$ cat src/include/spcr_cfg.svh
// Register offsets, field positions, reset values and timing counts
`ifndef SPCR_CFG_SVH
`define SPCR_CFG_SVH
`define SPCR_OFF_IRQ_ROUTE 12'h1C8
`define SPCR_OFF_PORT_ROLE 12'h1DC
`define SPCR_OFF_HOT_PLUG 12'h1E0
`define SPCR_OFF_LANE_STAT 12'h1F4
`define SPCR_OFF_RATE_DEEMPH 12'h208
`define SPCR_OFF_COMPLIANCE 12'h20C
`define SPCR_OFF_EVEN_PHY 12'h220
`define SPCR_OFF_ODD_PHY 12'h224
`define SPCR_OFF_EVEN_HOLD 12'h230
`define SPCR_OFF_ODD_HOLD 12'h234
`define SPCR_OFF_L1_HDR 12'h270
`define SPCR_IRQ_GPIO_PIN_BIT 6
`define SPCR_IRQ_DBELL_PIN_BIT 7
`define SPCR_IRQ_RW_MASK 32'h000000FF
`define SPCR_ROLE_SW_BIT 15
`define SPCR_ROLE_UP_LSB 8
`define SPCR_ROLE_BR_LSB 24
`define SPCR_ROLE_RW_MASK 32'h0F008F00
`define SPCR_HP_TURNOFF_BIT 2
`define SPCR_HP_TIMER_LSB 3
`define SPCR_HP_PG_POL_BIT 6
`define SPCR_HP_BR_SLOT_BIT 12
`define SPCR_HP_PENDING_BIT 15
`define SPCR_HP_DN_DIS_BIT 16
`define SPCR_HP_WIDE_BIT 17
`define SPCR_HP_DIR_BIT 18
`define SPCR_HP_VAL_BIT 19
`define SPCR_HP_RELOAD_BIT 20
`define SPCR_HP_RVAL_LSB 21
`define SPCR_HP_RW_MASK 32'h07EF105C
`define SPCR_HP_RESET 32'h00000008
`define SPCR_LANE_MASK 32'h000FFF0F
`define SPCR_PHY_RW_MASK 32'h77777777
`define SPCR_HOLD_RW_MASK 32'h00FFFFFF
`define SPCR_COMPL_RW_MASK 32'h0000FFFF
`define SPCR_L1_CAP_ID 16'h001E
`define SPCR_L1_VERSION 4'h1
`define SPCR_L1_NEXT_RESET 12'h900
`define SPCR_TIMER_128_MS 128
`define SPCR_CLK_KHZ 10000
`define SPCR_TIMER_128_CYC ((`SPCR_TIMER_128_MS) * (`SPCR_CLK_KHZ))
`define SPCR_EXP_WRITE_CYC 64
`endif

$ cat src/include/spcr_pkg.sv
// Types for the switch port control register bank
package spcr_pkg;
   typedef enum logic [1:0]
   {
      SPCR_TMR_RSVD,
      SPCR_TMR_128,
      SPCR_TMR_256,
      SPCR_TMR_512
   } spcr_timer_t;
   typedef enum {SPCR_EXP_IDLE, SPCR_EXP_BUSY} spcr_exp_state_t;
endpackage

$ cat src/logic/spcr_regs.sv
// Global and per-port control register bank of the packet switch
//
// Notes on behaviour
// [RULE1] Bit 6 of routing: 0 sends in-band message for GPIO interrupts, 1 drives pin.
// [RULE2] Bit 7 of routing: same choice for bridged doorbell interrupts.
// [RULE3] With bit 15 set, upstream port from 11:8, bridged port from 27:24.
// [RULE4] Hot plug bit 2 allows the turn-off message on downstream ports.
// [RULE5] Two-bit timer: 01 128 ms, 10 256 ms, 11 512 ms; 00 reserved; reset 01.
// [RULE6] Bit 6 sets power-good input polarity: 0 active high, 1 active low.
// [RULE7] Bit 12 enables serial hot plug on the bridged port.
// [RULE8] Read-only bit 15 reads one while an expander output write is pending.
// [RULE9] Bit 16 disables serial hot plug for all downstream ports.
// [RULE10] Bit 17 selects wide expander, clear selects 16-pin expander.
// [RULE11] Bit 18 is expander pin direction, bit 19 expander pin value.
// [RULE12] Writing one to bit 20 reloads outputs from 26:21, then bit clears.
// [RULE13] Lane status: 3:0 lanes 3-0, 15:8 lanes 15-8, 19:16 lanes 7-4.
// [RULE14] Rate field 15:0 and de-emphasis field 31:16 are plain test controls.
// [RULE15] Compliance field value 1 puts the link into compliance mode; resets zero.
// [RULE16] Per-port loopback, scrambler disable, compliance receive in 220h and 224h.
// [RULE17] Disable bits 7:0 force a port's training machine into quiet detect.
// [RULE18] Quiet bits 15:8 keep a port's training machine in quiet detect.
// [RULE19] Bits 0-7 map to even ports at 230h and odd ports at 234h.
// [RULE20] L1 header reads id 001Eh, version 1h, next pointer default 900h.
// [RULE21] Reserved bits read zero; loader writes reach the same loadable fields.
`timescale 1ns/1ps
`include "spcr_cfg.svh"
module spcr_regs #(
   parameter int unsigned TIMER_128_CYC = `SPCR_TIMER_128_CYC,
   parameter int unsigned EXP_WRITE_CYC = `SPCR_EXP_WRITE_CYC
)(
   input wire logic ref_clk,
   input wire logic arst_n,
   input wire logic sw_wr,
   input wire logic sw_rd,
   input wire logic [11:0] sw_addr,
   input wire logic [31:0] sw_wdata,
   output logic [31:0] sw_rdata,
   output logic sw_rvalid,
   input wire logic ld_wr,
   input wire logic [11:0] ld_addr,
   input wire logic [31:0] ld_wdata,
   input wire logic gpio_irq_req,
   input wire logic doorbell_irq_req,
   output logic legacy_interrupt_pin_n,
   output logic gpio_intx_msg,
   output logic doorbell_intx_msg,
   input wire logic [3:0] strap_upstream_port,
   input wire logic [3:0] strap_bridged_port,
   output logic [3:0] upstream_port_number,
   output logic [3:0] bridged_domain_port_number,
   output logic turn_off_message_enable,
   output logic [1:0] slot_timer_period,
   output logic slot_timer_tick,
   input wire logic [15:0] slot_power_good_inputs,
   output logic [15:0] slot_power_good,
   output logic bridged_port_serial_slot_enable,
   output logic downstream_serial_slot_enable,
   output logic wide_expander_select,
   output logic expander_pin_direction,
   output logic expander_pin_value,
   output logic [5:0] slot_output_pins,
   output logic expander_write_start,
   input wire logic expander_write_done,
   input wire logic [15:0] lane_up,
   output logic [15:0] link_rate_sel,
   output logic [15:0] deemphasis_sel,
   output logic compliance_enter,
   output logic [15:0] port_loopback,
   output logic [15:0] port_scramble_off,
   output logic [15:0] port_compliance_rx,
   output logic [15:0] port_training_hold,
   output logic [15:0] port_quiet_hold
);
   logic rst_meta_reg;
   logic rst_sync_n;
   logic [31:0] irq_reg;
   logic [31:0] role_reg;
   logic [31:0] hp_reg;
   logic [31:0] lane_reg;
   logic [31:0] rate_reg;
   logic [31:0] compl_reg;
   logic [31:0] even_phy_reg;
   logic [31:0] odd_phy_reg;
   logic [31:0] even_hold_reg;
   logic [31:0] odd_hold_reg;
   logic [11:0] l1_next_reg;
   logic pending_reg;
   logic [31:0] exp_cnt_reg;
   logic [31:0] tmr_cnt_reg;
   logic [31:0] tmr_limit;
   logic wr_en;
   logic [11:0] wr_addr;
   logic [31:0] wr_data;
   logic reload_hit;
   spcr_pkg::spcr_exp_state_t exp_state_reg;
   spcr_pkg::spcr_timer_t tmr_sel;

   // Merge a write under a writable-bit mask
   function automatic logic [31:0] merge(input logic [31:0] old_v, input logic [31:0] new_v,
                                         input logic [31:0] mask);
      merge = (old_v & ~mask) | (new_v & mask);
   endfunction

   // Spread one bit of every port group into a port-ordered vector
   function automatic logic [15:0] spread(input logic [31:0] ev, input logic [31:0] od, input int pos,
                                          input int stride);
      logic [15:0] v;
      v = 16'h0000;
      for (int p = 0; p < 8; p++)
      begin
         v[2 * p] = ev[stride * p + pos];
         v[2 * p + 1] = od[stride * p + pos];
      end
      spread = v;
   endfunction

   // Reset release through two flops
   always_ff @(posedge ref_clk or negedge arst_n)
   begin
      if (!arst_n)
      begin
         rst_meta_reg <= 1'b0;
         rst_sync_n <= 1'b0;
      end
      else
      begin
         rst_meta_reg <= 1'b1;
         rst_sync_n <= rst_meta_reg;
      end
   end

   // Software wins over the loader when both write
   always_comb
   begin
      wr_en = sw_wr | ld_wr;
      wr_addr = sw_wr ? sw_addr : ld_addr; // [RULE21]
      wr_data = sw_wr ? sw_wdata : ld_wdata;
      reload_hit = wr_en && (wr_addr == `SPCR_OFF_HOT_PLUG) && wr_data[`SPCR_HP_RELOAD_BIT];
   end

   // Writable registers, reserved bits held at zero
   always_ff @(posedge ref_clk or negedge rst_sync_n)
   begin
      if (!rst_sync_n)
      begin
         irq_reg <= 32'h00000000;
         role_reg <= 32'h00000000;
         hp_reg <= `SPCR_HP_RESET; // [RULE5]
         rate_reg <= 32'h00000000;
         compl_reg <= 32'h00000000; // [RULE15]
         even_phy_reg <= 32'h00000000;
         odd_phy_reg <= 32'h00000000;
         even_hold_reg <= 32'h00000000;
         odd_hold_reg <= 32'h00000000;
         l1_next_reg <= `SPCR_L1_NEXT_RESET; // [RULE20]
      end
      else if (wr_en)
      begin
         unique case (wr_addr)
            `SPCR_OFF_IRQ_ROUTE: irq_reg <= merge(irq_reg, wr_data, `SPCR_IRQ_RW_MASK);
            `SPCR_OFF_PORT_ROLE: role_reg <= merge(role_reg, wr_data, `SPCR_ROLE_RW_MASK);
            `SPCR_OFF_HOT_PLUG: hp_reg <= merge(hp_reg, wr_data, `SPCR_HP_RW_MASK); // [RULE21]
            `SPCR_OFF_RATE_DEEMPH: rate_reg <= wr_data; // [RULE14]
            `SPCR_OFF_COMPLIANCE: compl_reg <= merge(compl_reg, wr_data, `SPCR_COMPL_RW_MASK);
            `SPCR_OFF_EVEN_PHY: even_phy_reg <= merge(even_phy_reg, wr_data, `SPCR_PHY_RW_MASK); // [RULE16]
            `SPCR_OFF_ODD_PHY: odd_phy_reg <= merge(odd_phy_reg, wr_data, `SPCR_PHY_RW_MASK);
            `SPCR_OFF_EVEN_HOLD: even_hold_reg <= merge(even_hold_reg, wr_data, `SPCR_HOLD_RW_MASK);
            `SPCR_OFF_ODD_HOLD: odd_hold_reg <= merge(odd_hold_reg, wr_data, `SPCR_HOLD_RW_MASK);
            `SPCR_OFF_L1_HDR:
            begin
               if (ld_wr && !sw_wr)
               begin
                  l1_next_reg <= ld_wdata[31:20];
               end
            end
            default:
            begin
            end
         endcase
      end
   end

   // Lane status sampling
   always_ff @(posedge ref_clk or negedge rst_sync_n)
   begin
      if (!rst_sync_n)
      begin
         lane_reg <= 32'h00000000;
      end
      else
      begin
         lane_reg <= {12'h000, lane_up[7:4], lane_up[15:8], 4'h0, lane_up[3:0]}; // [RULE13]
      end
   end

   // Output reload and expander write tracking
   always_ff @(posedge ref_clk or negedge rst_sync_n)
   begin
      if (!rst_sync_n)
      begin
         slot_output_pins <= 6'h00;
         expander_write_start <= 1'b0;
         exp_state_reg <= spcr_pkg::SPCR_EXP_IDLE;
         pending_reg <= 1'b0;
         exp_cnt_reg <= 32'h00000000;
      end
      else
      begin
         expander_write_start <= 1'b0;
         if (reload_hit)
         begin
            slot_output_pins <= wr_data[`SPCR_HP_RVAL_LSB +: 6]; // [RULE12]
            expander_write_start <= 1'b1;
            exp_state_reg <= spcr_pkg::SPCR_EXP_BUSY;
            pending_reg <= 1'b1; // [RULE8]
            exp_cnt_reg <= 32'h00000000;
         end
         else
         begin
            unique case (exp_state_reg)
               spcr_pkg::SPCR_EXP_IDLE:
               begin
                  pending_reg <= 1'b0;
               end
               spcr_pkg::SPCR_EXP_BUSY:
               begin
                  exp_cnt_reg <= exp_cnt_reg + 32'h00000001;
                  if (expander_write_done || exp_cnt_reg >= EXP_WRITE_CYC - 1)
                  begin
                     exp_state_reg <= spcr_pkg::SPCR_EXP_IDLE;
                     pending_reg <= 1'b0; // [RULE8]
                  end
               end
            endcase
         end
      end
   end

   // Slot timer period from the two-bit field
   always_comb
   begin
      tmr_sel = spcr_pkg::spcr_timer_t'(hp_reg[`SPCR_HP_TIMER_LSB +: 2]);
      unique case (tmr_sel)
         spcr_pkg::SPCR_TMR_256: tmr_limit = TIMER_128_CYC * 2; // [RULE5]
         spcr_pkg::SPCR_TMR_512: tmr_limit = TIMER_128_CYC * 4;
         default: tmr_limit = TIMER_128_CYC;
      endcase
   end

   always_ff @(posedge ref_clk or negedge rst_sync_n)
   begin
      if (!rst_sync_n)
      begin
         tmr_cnt_reg <= 32'h00000000;
         slot_timer_tick <= 1'b0;
      end
      else if (tmr_cnt_reg >= tmr_limit - 1)
      begin
         tmr_cnt_reg <= 32'h00000000;
         slot_timer_tick <= 1'b1; // [RULE5]
      end
      else
      begin
         tmr_cnt_reg <= tmr_cnt_reg + 32'h00000001;
         slot_timer_tick <= 1'b0;
      end
   end

   // Interrupt routing
   always_ff @(posedge ref_clk or negedge rst_sync_n)
   begin
      if (!rst_sync_n)
      begin
         legacy_interrupt_pin_n <= 1'b1;
         gpio_intx_msg <= 1'b0;
         doorbell_intx_msg <= 1'b0;
      end
      else
      begin
         legacy_interrupt_pin_n <= !((gpio_irq_req && irq_reg[`SPCR_IRQ_GPIO_PIN_BIT]) // [RULE1]
                                   || (doorbell_irq_req && irq_reg[`SPCR_IRQ_DBELL_PIN_BIT])); // [RULE2]
         gpio_intx_msg <= gpio_irq_req && !irq_reg[`SPCR_IRQ_GPIO_PIN_BIT]; // [RULE1]
         doorbell_intx_msg <= doorbell_irq_req && !irq_reg[`SPCR_IRQ_DBELL_PIN_BIT]; // [RULE2]
      end
   end

   // Port roles and configuration outputs
   always_ff @(posedge ref_clk or negedge rst_sync_n)
   begin
      if (!rst_sync_n)
      begin
         upstream_port_number <= 4'h0;
         bridged_domain_port_number <= 4'h0;
         turn_off_message_enable <= 1'b0;
         slot_timer_period <= 2'h1;
         slot_power_good <= 16'h0000;
         bridged_port_serial_slot_enable <= 1'b0;
         downstream_serial_slot_enable <= 1'b1;
         wide_expander_select <= 1'b0;
         expander_pin_direction <= 1'b0;
         expander_pin_value <= 1'b0;
      end
      else
      begin
         upstream_port_number <= role_reg[`SPCR_ROLE_SW_BIT] ?
                                 role_reg[`SPCR_ROLE_UP_LSB +: 4] : strap_upstream_port; // [RULE3]
         bridged_domain_port_number <= role_reg[`SPCR_ROLE_SW_BIT] ?
                                       role_reg[`SPCR_ROLE_BR_LSB +: 4] : strap_bridged_port; // [RULE3]
         turn_off_message_enable <= hp_reg[`SPCR_HP_TURNOFF_BIT]; // [RULE4]
         slot_timer_period <= hp_reg[`SPCR_HP_TIMER_LSB +: 2];
         slot_power_good <= slot_power_good_inputs ^ {16{hp_reg[`SPCR_HP_PG_POL_BIT]}}; // [RULE6]
         bridged_port_serial_slot_enable <= hp_reg[`SPCR_HP_BR_SLOT_BIT]; // [RULE7]
         downstream_serial_slot_enable <= !hp_reg[`SPCR_HP_DN_DIS_BIT]; // [RULE9]
         wide_expander_select <= hp_reg[`SPCR_HP_WIDE_BIT]; // [RULE10]
         expander_pin_direction <= hp_reg[`SPCR_HP_DIR_BIT]; // [RULE11]
         expander_pin_value <= hp_reg[`SPCR_HP_VAL_BIT]; // [RULE11]
      end
   end

   // Test controls and training holds
   always_ff @(posedge ref_clk or negedge rst_sync_n)
   begin
      if (!rst_sync_n)
      begin
         link_rate_sel <= 16'h0000;
         deemphasis_sel <= 16'h0000;
         compliance_enter <= 1'b0;
         port_loopback <= 16'h0000;
         port_scramble_off <= 16'h0000;
         port_compliance_rx <= 16'h0000;
         port_training_hold <= 16'h0000;
         port_quiet_hold <= 16'h0000;
      end
      else
      begin
         link_rate_sel <= rate_reg[15:0]; // [RULE14]
         deemphasis_sel <= rate_reg[31:16]; // [RULE14]
         compliance_enter <= (compl_reg[15:0] == 16'h0001); // [RULE15]
         port_loopback <= spread(even_phy_reg, odd_phy_reg, 0, 4); // [RULE16]
         port_scramble_off <= spread(even_phy_reg, odd_phy_reg, 1, 4);
         port_compliance_rx <= spread(even_phy_reg, odd_phy_reg, 2, 4);
         port_training_hold <= spread(even_hold_reg, odd_hold_reg, 0, 1); // [RULE17] [RULE19]
         port_quiet_hold <= spread(even_hold_reg, odd_hold_reg, 8, 1); // [RULE18] [RULE19]
      end
   end

   // Read data, one cycle after the strobe
   always_ff @(posedge ref_clk or negedge rst_sync_n)
   begin
      if (!rst_sync_n)
      begin
         sw_rdata <= 32'h00000000;
         sw_rvalid <= 1'b0;
      end
      else
      begin
         sw_rvalid <= sw_rd;
         if (sw_rd)
         begin
            unique case (sw_addr)
               `SPCR_OFF_IRQ_ROUTE: sw_rdata <= irq_reg;
               `SPCR_OFF_PORT_ROLE: sw_rdata <= role_reg;
               `SPCR_OFF_HOT_PLUG: sw_rdata <= hp_reg | ({31'h00000000, pending_reg} << `SPCR_HP_PENDING_BIT); // [RULE8]
               `SPCR_OFF_LANE_STAT: sw_rdata <= lane_reg & `SPCR_LANE_MASK; // [RULE13]
               `SPCR_OFF_RATE_DEEMPH: sw_rdata <= rate_reg;
               `SPCR_OFF_COMPLIANCE: sw_rdata <= compl_reg;
               `SPCR_OFF_EVEN_PHY: sw_rdata <= even_phy_reg;
               `SPCR_OFF_ODD_PHY: sw_rdata <= odd_phy_reg;
               `SPCR_OFF_EVEN_HOLD: sw_rdata <= even_hold_reg;
               `SPCR_OFF_ODD_HOLD: sw_rdata <= odd_hold_reg;
               `SPCR_OFF_L1_HDR: sw_rdata <= {l1_next_reg, `SPCR_L1_VERSION, `SPCR_L1_CAP_ID}; // [RULE20]
               default: sw_rdata <= 32'h00000000; // [RULE21]
            endcase
         end
      end
   end
endmodule
$ cat config.mk
export PLATFORM = sky130hd
export DESIGN_NAME = spcr_regs
export DESIGN_NICKNAME = d
export VERILOG_FILES = /design/src/include/spcr_pkg.sv /design/src/logic/spcr_regs.sv
export VERILOG_INCLUDE_DIRS = /design/src /design/src/include
export SDC_FILE = /design/constraint.sdc
export NUM_CORES = 1
export LEC_CHECK = 0
export ABC_AREA = 1
export BUFFER_PORTS_ARGS = -buffer_cell sky130_fd_sc_hd__clkbuf_2
export CORE_MARGIN = 8
export CORE_UTILIZATION = 60
export CTS_BUF_LIST = sky130_fd_sc_hd__clkbuf_2 sky130_fd_sc_hd__clkbuf_4 sky130_fd_sc_hd__clkbuf_8
export CTS_CLUSTER_DIAMETER = 30
export DETAILED_ROUTE_END_ITERATION = 6
export GPL_ROUTABILITY_DRIVEN = 0
export PLACE_DENSITY_LB_ADDON = 0.2
export SLEW_MARGIN = 10
export SYNTH_ARGS = -nofsm -noshare
export SYNTH_HDL_FRONTEND = slang
export SYNTH_SLANG_ARGS = --single-unit
export TNS_END_PERCENT = 20
$ cat constraint.sdc
create_clock -name ref_clk -period 32.6 [get_ports ref_clk]
set_input_delay 1.63 -clock ref_clk [delete_from_list [all_inputs] [get_ports ref_clk]]
set_output_delay 1.63 -clock ref_clk [all_outputs]
set_load 0.05 [all_outputs]
# ---- Word level (Yosys, flattened, before mapping)
# Cells that the tools add are included.
dict set report totals {
  output_inout_bits 189
  ff_bits 604
  elab_cells 130
}
dict set report classes {
  n_addsub 3
  n_bitwise 11
  order_cmp 2
  n_mux 17
  eq_ne 26
  n_reduce_logical 28
}
# op n
set ops {}
lappend ops {{$pmux 32 s11} 1}
lappend ops {{$mux 32} 7}
lappend ops {{$eq 12x10->1 const B} 14}
lappend ops {{$eq 12x9->1 const B} 7}
lappend ops {{$add 32x1->32 const B} 2}
lappend ops {{$or 32x16->32} 2}
lappend ops {{$or 32x24->32} 2}
lappend ops {{$or 32x31->32} 2}
lappend ops {{$pmux 23 s2} 1}
lappend ops {{$eq 32x1->1 const B} 1}
lappend ops {{$ge 32x32->1} 1}
lappend ops {{$ge 32x6->1 const B} 1}
lappend ops {{$logic_not 32->1} 1}
lappend ops {{$or 32x27->32} 1}
lappend ops {{$or 32x28->32} 1}
lappend ops {{$or 32x8->32} 1}
lappend ops {{$sub 23x1->24 const B} 1}
lappend ops {{$reduce_and 2->1} 10}
lappend ops {{$eq 16x1->1 const B} 1}
lappend ops {{$xor 16x16->16} 1}
lappend ops {{$mux 12} 1}
lappend ops {{$mux 4} 2}
lappend ops {{$logic_and 1x1->1} 7}
lappend ops {{$logic_not 1->1} 5}
lappend ops {{other kinds (8)} 14}

# ---- Longest topological paths before layout
# Gate-level depths: netlist of the first run.
dict set report depth {
  word_depth 6
  depth_mapped 12
  depth_no_buf 12
}

# ---- Worst setup path before layout of the first run
# No wires, ideal clock.
dict set report synth_path {
  path_kind {input-to-reg}
  startpoint {in sw_wr}
  endpoint {reg even_hold_reg[21]}
  setup_time_ns 0.143
  arrival_time_ns 2.737
  path_stages 11
  n_path_buf 3
  slack_ns 29.720
  path_cell_list {buf_6 -> nand2_1 -> o21ai_2 -> nor2_1 -> nand2_1 -> nor2_4 -> nand3_2 -> buf_2 -> buf_6 -> nand2_1 -> o21ai_1}
}
dict set report synth_between {
  elab_chain_cells 3
}
# element line_no
set synth_lines {}
lappend synth_lines {{start, declared} spcr_regs.sv:33} ;# input wire logic sw_wr,
lappend synth_lines {{$mux 12} spcr_regs.sv:136} ;# wr_addr = sw_wr ? sw_addr : ld_addr;
lappend synth_lines {{$eq 12x10->1} spcr_regs.sv:159} ;# unique case (wr_addr)
lappend synth_lines {{$reduce_and 2->1 (no source line)} n/a}
lappend synth_lines {{end signal, assigned} spcr_regs.sv:167} ;# `SPCR_OFF_EVEN_HOLD: even_hold_reg <= merge(even_hold_reg, wr_data, `SPCR_HOLD_RW_MASK);
lappend synth_lines {{end, declared} spcr_regs.sv:84} ;# logic [31:0] even_hold_reg;
# Parallel ways exist; a longest one is shown, timed or not.
# A chain may end at the register's enable or synchronous reset.

# ---- Worst setup path in the final report of the first run
dict set report layout_path {
  startpoint {in sw_wr}
  endpoint {reg odd_phy_reg[5]}
}
dict set report layout_between {
  elab_chain_cells 3
}
# element line_no
set layout_lines {}
lappend layout_lines {{$mux 12} spcr_regs.sv:136}
lappend layout_lines {{$eq 12x10->1} spcr_regs.sv:159}
lappend layout_lines {{$reduce_and 2->1 (no source line)} n/a}
lappend layout_lines {{end signal, assigned} spcr_regs.sv:166} ;# `SPCR_OFF_ODD_PHY: odd_phy_reg <= merge(odd_phy_reg, wr_data, `SPCR_PHY_RW_MASK);
lappend layout_lines {{end, declared} spcr_regs.sv:83} ;# logic [31:0] odd_phy_reg;
# Parallel ways exist; a longest one is shown, timed or not.

==> impl_metrics.yaml, run 1 <==
global_route:
  grt_pass1_vias: 16500
  antenna_found_initial: 8
  grt_max_degree: 86
  grt_usage_pct: 29.6
  overflow: 0
  grt_pass1_wl_um: 88500
route:
  wl_per_cell_um: 19.2
  top_layer: "met5"
  wirelength_met1_um: 21700
  ant_nets: 0
  dr.pass1.iters: 6
  drc: 0
  routed_via_density: 5.53
  dr_wl_met3_um: 5000
  drt_iter0_markers: 1529
  routed-via-count: 16100
  routed_wl_um: 55700
  route.met2.wl_um: 26600
final_layout:
  drive_gt1_share_pct: 22.6
  nets: 2571
  final_util_pct: 74.0
  fin_area_um2: 23200
  fin_cells: 2907
  area_growth_pct: 21.9
  n_fill_cell: 2330
sta:
  grt_setup_unrepaired: "false"
  final-hold-violation-count: 0
  clock_skew_ps: 19.7
  slew_headroom_pct: 13.5
  worst_pin_slew_ps: 1280
  period_share_pct: 12.9
  hold-worst-slack_ps: 364
  fmax_mhz: 238
  setup_tns_ps: 0
  slew_violations: 0
  setup_viol: 0
  period_minus_slack_ps: 4210
setup_path:
  timing.rr.start: "rst_sync_n"
  r2r_cells: 2
  cp-start-kind: "input port"
  crit_required_ps: 33110
  critPathMaxFanout: 48
  crit_path_end_kind: "register"
  crit_arrival_ps: 4720
  rrSetupSlack_ps: 29740
  r2r-end: "role_reg[26]"
  critPathKind: "in -> reg"
worst_hold_path:
  min_to: "rst_sync_n"
  hold_class: "reg -> reg"
  worstHoldStart: "rst_meta_reg"
  holdPathStages: 0
clock_network:
  cts.repair.resized: 0
  clk_pin_slew_ps: 60
  clkLatencyLatePin_ps: 640
  cts_max_path_buffers: 3
  cts_root_buf: "clkbuf_8"
  cts_num_sinks: 461
  cts_hold_buf: 0
  cts_tree: "built"
  post_cts_buffers: 0
  h-tree-depth: 3
  cts_made_buffers: 94
power:
  p_leak_nw: 12.1
  ir_drop_v: 0.0000390
  p_per_area_nw_per_um2: 58.6
yosys:
  syn_avg_cell_area_um2: 9.24
  ys_types: 40
  synthTopCellsByArea: "dfrtp_1 60%, nand2_1 11%, nand3_1 5.3%"
  synth-compound-area-share_pct: 7.01
  yosysWarnings: 0
  synth_area_um2: 19100
  synth_xor_area_share_pct: 1.79
  ys_ff_latch: 461
  synth_fa_ha_area_share_pct: 0.919
  synth_mux_area_share_pct: 1.46
  synth_edf_count: 0
  ys.flop_type: "dfrtp_1"
  synth_top_area_share_pct: 59.7
  yosys-top-cells-count: "550 x nand2_1, 455 x dfrtp_1, 202 x nor2_1, 200 x nand3_1, 169 x o21ai_1"
  synthSimpleGateAreaFrac_pct: 23.0
  synthCells: 2063
  async_reset_ff_share_pct: 100
  synth.most_common_cell: "nand2_1"
  synth_top_family_by_area: "simple AND/OR/NAND/NOR gates"
  ys_seq_area_share_pct: 60.5
  yosys.area.top_type: "dfrtp_1"
die:
  num_rows: 65
  fp.dieW_um: 194
  dieArea_um2: 37700
  pin_count: 325
  initial_utilization_pct: 60.7
  fp.dieH_um: 194
  core_um2: 31400
run:
  drv_cap: 0
placement:
  dpl.hpwl_um: 38100
  place_inst: 2727
  place_area_um2: 20900
  io_buffers: 324
run_status:
  status: "complete, no violations"
==> through the flow <==
step / power, mW / setup slack (ps)
global placement: 0.651 / 27940
detailed placement: 0.652 / 27800
floorplan: 0.627 / 18810
finish: 1.36 / 28390
global route: 1.41 / 28050
CTS: 1.37 / 28490
==> layout make-up <==
class                           instances  area [um2]  share of cell area, %
Antenna cell                            6        15.0                 0.0646
Clock buffer                          129        1640                   7.05
Clock inverter                         45         698                   3.00
Inverter                              145         547                   2.35
Multi-Input combinational cell       1384        6590                   28.4
Sequential cell                       461       11500                   49.7
Tap cell                              402         503                   2.16
Timing Repair Buffer                  335        1700                   7.33
==> routing by layer <==
metal  track usage (%)  vias to the layer above
met5                 0                        -
met4              16.2                        4
met3              8.61                      158
met2              46.4                      801
met1              36.7                     7669
li1                  -                     7448
==> power by group <==
part           total [mW]  internal [mW]  leakage (nW)  switching (mW)
Sequential          0.584          0.579          6.27         0.00528
Combinational      0.0578         0.0137          4.63          0.0441
Clock               0.721          0.464          1.19           0.257
Total                1.36           1.06          12.1           0.306
==> layout by cell type, fill, tap and decap left out, types with 6 or more instances in the layout <==
master      instances
nand2_1           548
dfrtp_1           454
clkbuf_2          324
nand3_1           200
nor2_1            198
o21ai_1           169
inv_1             137
clkbuf_8          107
o21ai_0            52
xor2_1             32
nand4_1            27
nor3_1             22
clkbuf_4           22
mux2i_1            20
bufinv_16          17
ha_1               14
a21oi_1            13
clkinv_2           13
conb_1             12
o21ai_2            11
buf_4              11
clkinvlp_4          9
nand3b_1            8
nor4_1              8
mux2_2              7
xnor2_1             7
diode_2             6
inv_2               6
dfstp_2             6
==> critical path, stage by stage <==
cell,delay (ps)
clkbuf_2,80
buf_4,540
inv_2,360
nand2_1,130
o21ai_1,100
nor2_1,110
nand2_1,110
nor2_4,230
nand3b_2,870
o21ai_0,500
==> cell families after synthesis <==
logic type	Yosys count
other	2
adders and majority gates	14
muxes	27
xor gates and xnor gates	39
AOI/OAI and AO/OA	254
DFF	461
buffers and inverters	228
and+or+nand+nor	1038
==> worst max-delay path by stage <==
| stage | from | endpoint | slack (ps) |
|---|---|---|---|
| after global routing | sw_wr | odd_phy_reg[5] | 28050 |
| final | sw_wr | odd_phy_reg[5] | 28390 |
| after detailed placement | sw_wr | odd_phy_reg[6] | 27800 |
| after CTS | sw_wr | odd_phy_reg[6] | 28490 |
| after global placement | sw_wr | odd_phy_reg[9] | 27940 |
| after floorplan | rst_sync_n | bridged_domain_port_number[0] | 18810 |
No activity file was read; power rests on OpenSTA's default activity.
==> run 2: changes to the inputs <==
ABC_AREA = 0   (was 1)
CORE_UTILIZATION = 52   (was 60)
clock period = 3.71 ns   (was 32.6 ns; I/O delays follow)
==> impl_metrics.yaml, run 2 <==
run_status:
  status: "complete, no violations"
die:
  core_um2: 35400
  initial_utilization_pct: 52.7
  pin_count: 325
  fp.dieH_um: 205
  dieArea_um2: 42200
  num_rows: 69
  fp.dieW_um: 205
placement:
  place_inst: 2150
  io_buffers: 324
  place_area_um2: 21000
  dpl.hpwl_um: 39800
  dp_slack_ps: 605
sta:
  fin_ws_ps: 1210
  slew_headroom_pct: 25.5
  fmax_mhz: 401
  slew_violations: 0
  period_minus_slack_ps: 2500
  setup_viol: 0
  clock_skew_ps: 20.3
  hold-worst-slack_ps: 29.9
  period_share_pct: 67.3
  final-hold-violation-count: 0
  grt_setup_unrepaired: "false"
  worst_pin_slew_ps: 1110
final_layout:
  layout_commonest_cell: "dfrtp_1"
  fin_area_um2: 24200
  area_growth_pct: 30.0
  final-seq-area_um2: 11500
  drive_gt1_share_pct: 36.3
  nets: 2029
  n_fill_cell: 2651
  final_cell_mix: "454 x dfrtp_1, 323 x clkbuf_2, 144 x mux2_2"
  multi_input_area_um2: 6880
  fin_cells: 2427
clock_network:
  clk_pin_slew_ps: 60
  h-tree-depth: 3
  cts_root_buf: "clkbuf_8"
  cts_num_sinks: 461
  cts_made_buffers: 92
  clkLatencyLatePin_ps: 650
  cts.repair.resized: 0
  cts_tree: "built"
  cts_max_path_buffers: 3
  post_cts_buffers: 0
worst_hold_path:
  worstHoldStart: "sw_wdata[16]"
  holdPathStages: 3
  min_to: "even_phy_reg[16]"
  hold_class: "in -> reg"
power:
  ir_drop_v: 0.000383
  switching_share_pct: 23.2
  p_int_mw: 9.04
  seqPwrFrac_pct: 43.6
  p_leak_nw: 12.0
  pwr-share-comb_pct: 5.9
  p_per_area_nw_per_um2: 486
  pwr-share-clk_pct: 50.5
  p_switching_mw: 2.74
global_route:
  grt_usage_pct: 27.1
  grt_pass1_vias: 14700
  overflow: 0
  antenna_found_initial: 14
  grt_pass1_wl_um: 86600
  grt_max_degree: 98
yosys:
  synth_edf_count: 0
  ys_types: 74
  async_reset_ff_share_pct: 100
  yosysWarnings: 0
  ys_ff_latch: 461
  ys_seq_area_share_pct: 61.9
  yosys-top-cells-count: "455 x dfrtp_1, 144 x mux2_2, 101 x nor2_1, 91 x mux2_1, 49 x nand2_1"
  ys.flop_type: "dfrtp_1"
  syn_avg_cell_area_um2: 13.6
  synth_top_area_share_pct: 61.1
  synthTopCellsByArea: "dfrtp_1 61%, mux2_2 8.7%, mux2_1 5.5%"
  yosys.area.top_type: "dfrtp_1"
  synth_area_um2: 18600
  synthCells: 1369
  synth.most_common_cell: "dfrtp_1"
route:
  drt_iter0_markers: 1028
  dr.pass1.iters: 5
  routed_via_density: 5.66
  drc: 0
  ant_nets: 0
  wl_per_cell_um: 23.5
  routed_wl_um: 57000
  routed-via-count: 13700
setup_path:
  timing.rr.start: "hp_reg[3]"
  crit_required_ps: 4230
  crit_path_end_kind: "register"
  rrSetupSlack_ps: 1210
  r2r_cells: 6
  crit_arrival_ps: 3020
  r2r-end: "tmr_cnt_reg[4]"
  critPathKind: "reg -> reg"
  cp-start-kind: "register"
  critPathMaxFanout: 16
run:
  drv_cap: 0
==> run 2: changes by cell type in the layout (fill, tap and decap cells not counted), moves of 95 or more <==
cell	before	now
dlygate4sd3_1	0	95
inv_1	137	9
mux2_2	7	144
nand2_1	548	49
nand3_1	200	33
nor2_1	198	101
o21ai_1	169	0
==> run 2: cell families (layout without fill, tap and decap cells) <==
| logic type | count (synthesis) | in the layout | share of synthesized area [%] |
|---|---|---|---|
| buffers and inverters | 68 | 645 | 1.56 |
| AO/OA/AOI/OAI | 163 | 163 | 6.78 |
| adder cells (fa/ha/maj) | 14 | 14 | 0.940 |
| AND/OR/NAND/NOR | 322 | 322 | 9.41 |
| multiplexers | 272 | 272 | 16.2 |
| other | 2 | 22 | 0.0403 |
| XOR/XNOR | 67 | 67 | 3.15 |
| flip-flops | 461 | 461 | 61.9 |
==> run 2: worst max-delay path by stage <==
stage          cells past startpoint                            end  slack [ps]  startpoint
4_1_cts                            6                 tmr_cnt_reg[3]        1200   hp_reg[3]
3_3_place_gp                       8                exp_cnt_reg[23]         770       sw_wr
2_1_floorplan                      0  bridged_domain_port_number[0]        -790  rst_sync_n
5_1_grt                            6                 tmr_cnt_reg[0]         960   hp_reg[3]
3_5_place_dp                       6                odd_phy_reg[18]         600       sw_wr
6_report                           6                 tmr_cnt_reg[4]        1210   hp_reg[3]
==> run 2: repair_timing <==
item | 4_1_cts | 5_1_grt
setup endpoints to repair | 0 | 0
hold buffers | 95 | 0
endpoints found under the hold margin | 130 | 0
==> run 2: area by class of cell <==
| class | instances | area share, % |
|---|---|---|
| Clock buffer | 127 | 6.67 |
| Inverter | 10 | 0.155 |
| Tap cell | 461 | 2.38 |
| Timing Repair Buffer | 464 | 12.3 |
| Antenna cell | 10 | 0.103 |
| Sequential cell | 461 | 47.7 |
| Multi-Input combinational cell | 850 | 28.4 |
| Clock inverter | 44 | 2.36 |
==> run 2: per-stage QoR <==
stage / TNS (ps) / power (mW) / utilization (%)
after global placement: 0 / 5.83 / 59.5
after CTS: 0 / 11.9 / 68.3
final: 0 / 11.8 / 68.5
after global routing: 0 / 12.2 / 68.4
after floorplan: -359160 / 5.58 / -
after detailed placement: 0 / 5.84 / 59.5
==> run 2: critical path, stage by stage, from the launching register on <==
cell	delay (ps)
dfstp_2	660
nand2_1	140
ha_1	330
nand4b_1	130
o211ai_1	680
buf_4	350
nor2_1	80
==> run 2: power by group through the flow <==
| stage | registers, mW | clock network (mW) | logic, mW |
|---|---|---|---|
| after floorplan | 5.38 | 0 | 0.192 |
| after global placement | 5.23 | 0 | 0.599 |
| after CTS | 5.14 | 6.04 | 0.696 |
| after detailed placement | 5.23 | 0 | 0.608 |
| final | 5.14 | 5.95 | 0.693 |
| after global routing | 5.15 | 6.30 | 0.748 |
==> run 2: layer usage <==
layer  wire length (um)  up-vias  GRT usage [%]
met2              27000      563           42.5
li1                   -     6057              -
met4               1910       10           11.4
met1              23300     6978           35.0
met5                 57        -              0
met3               4790      139           7.90
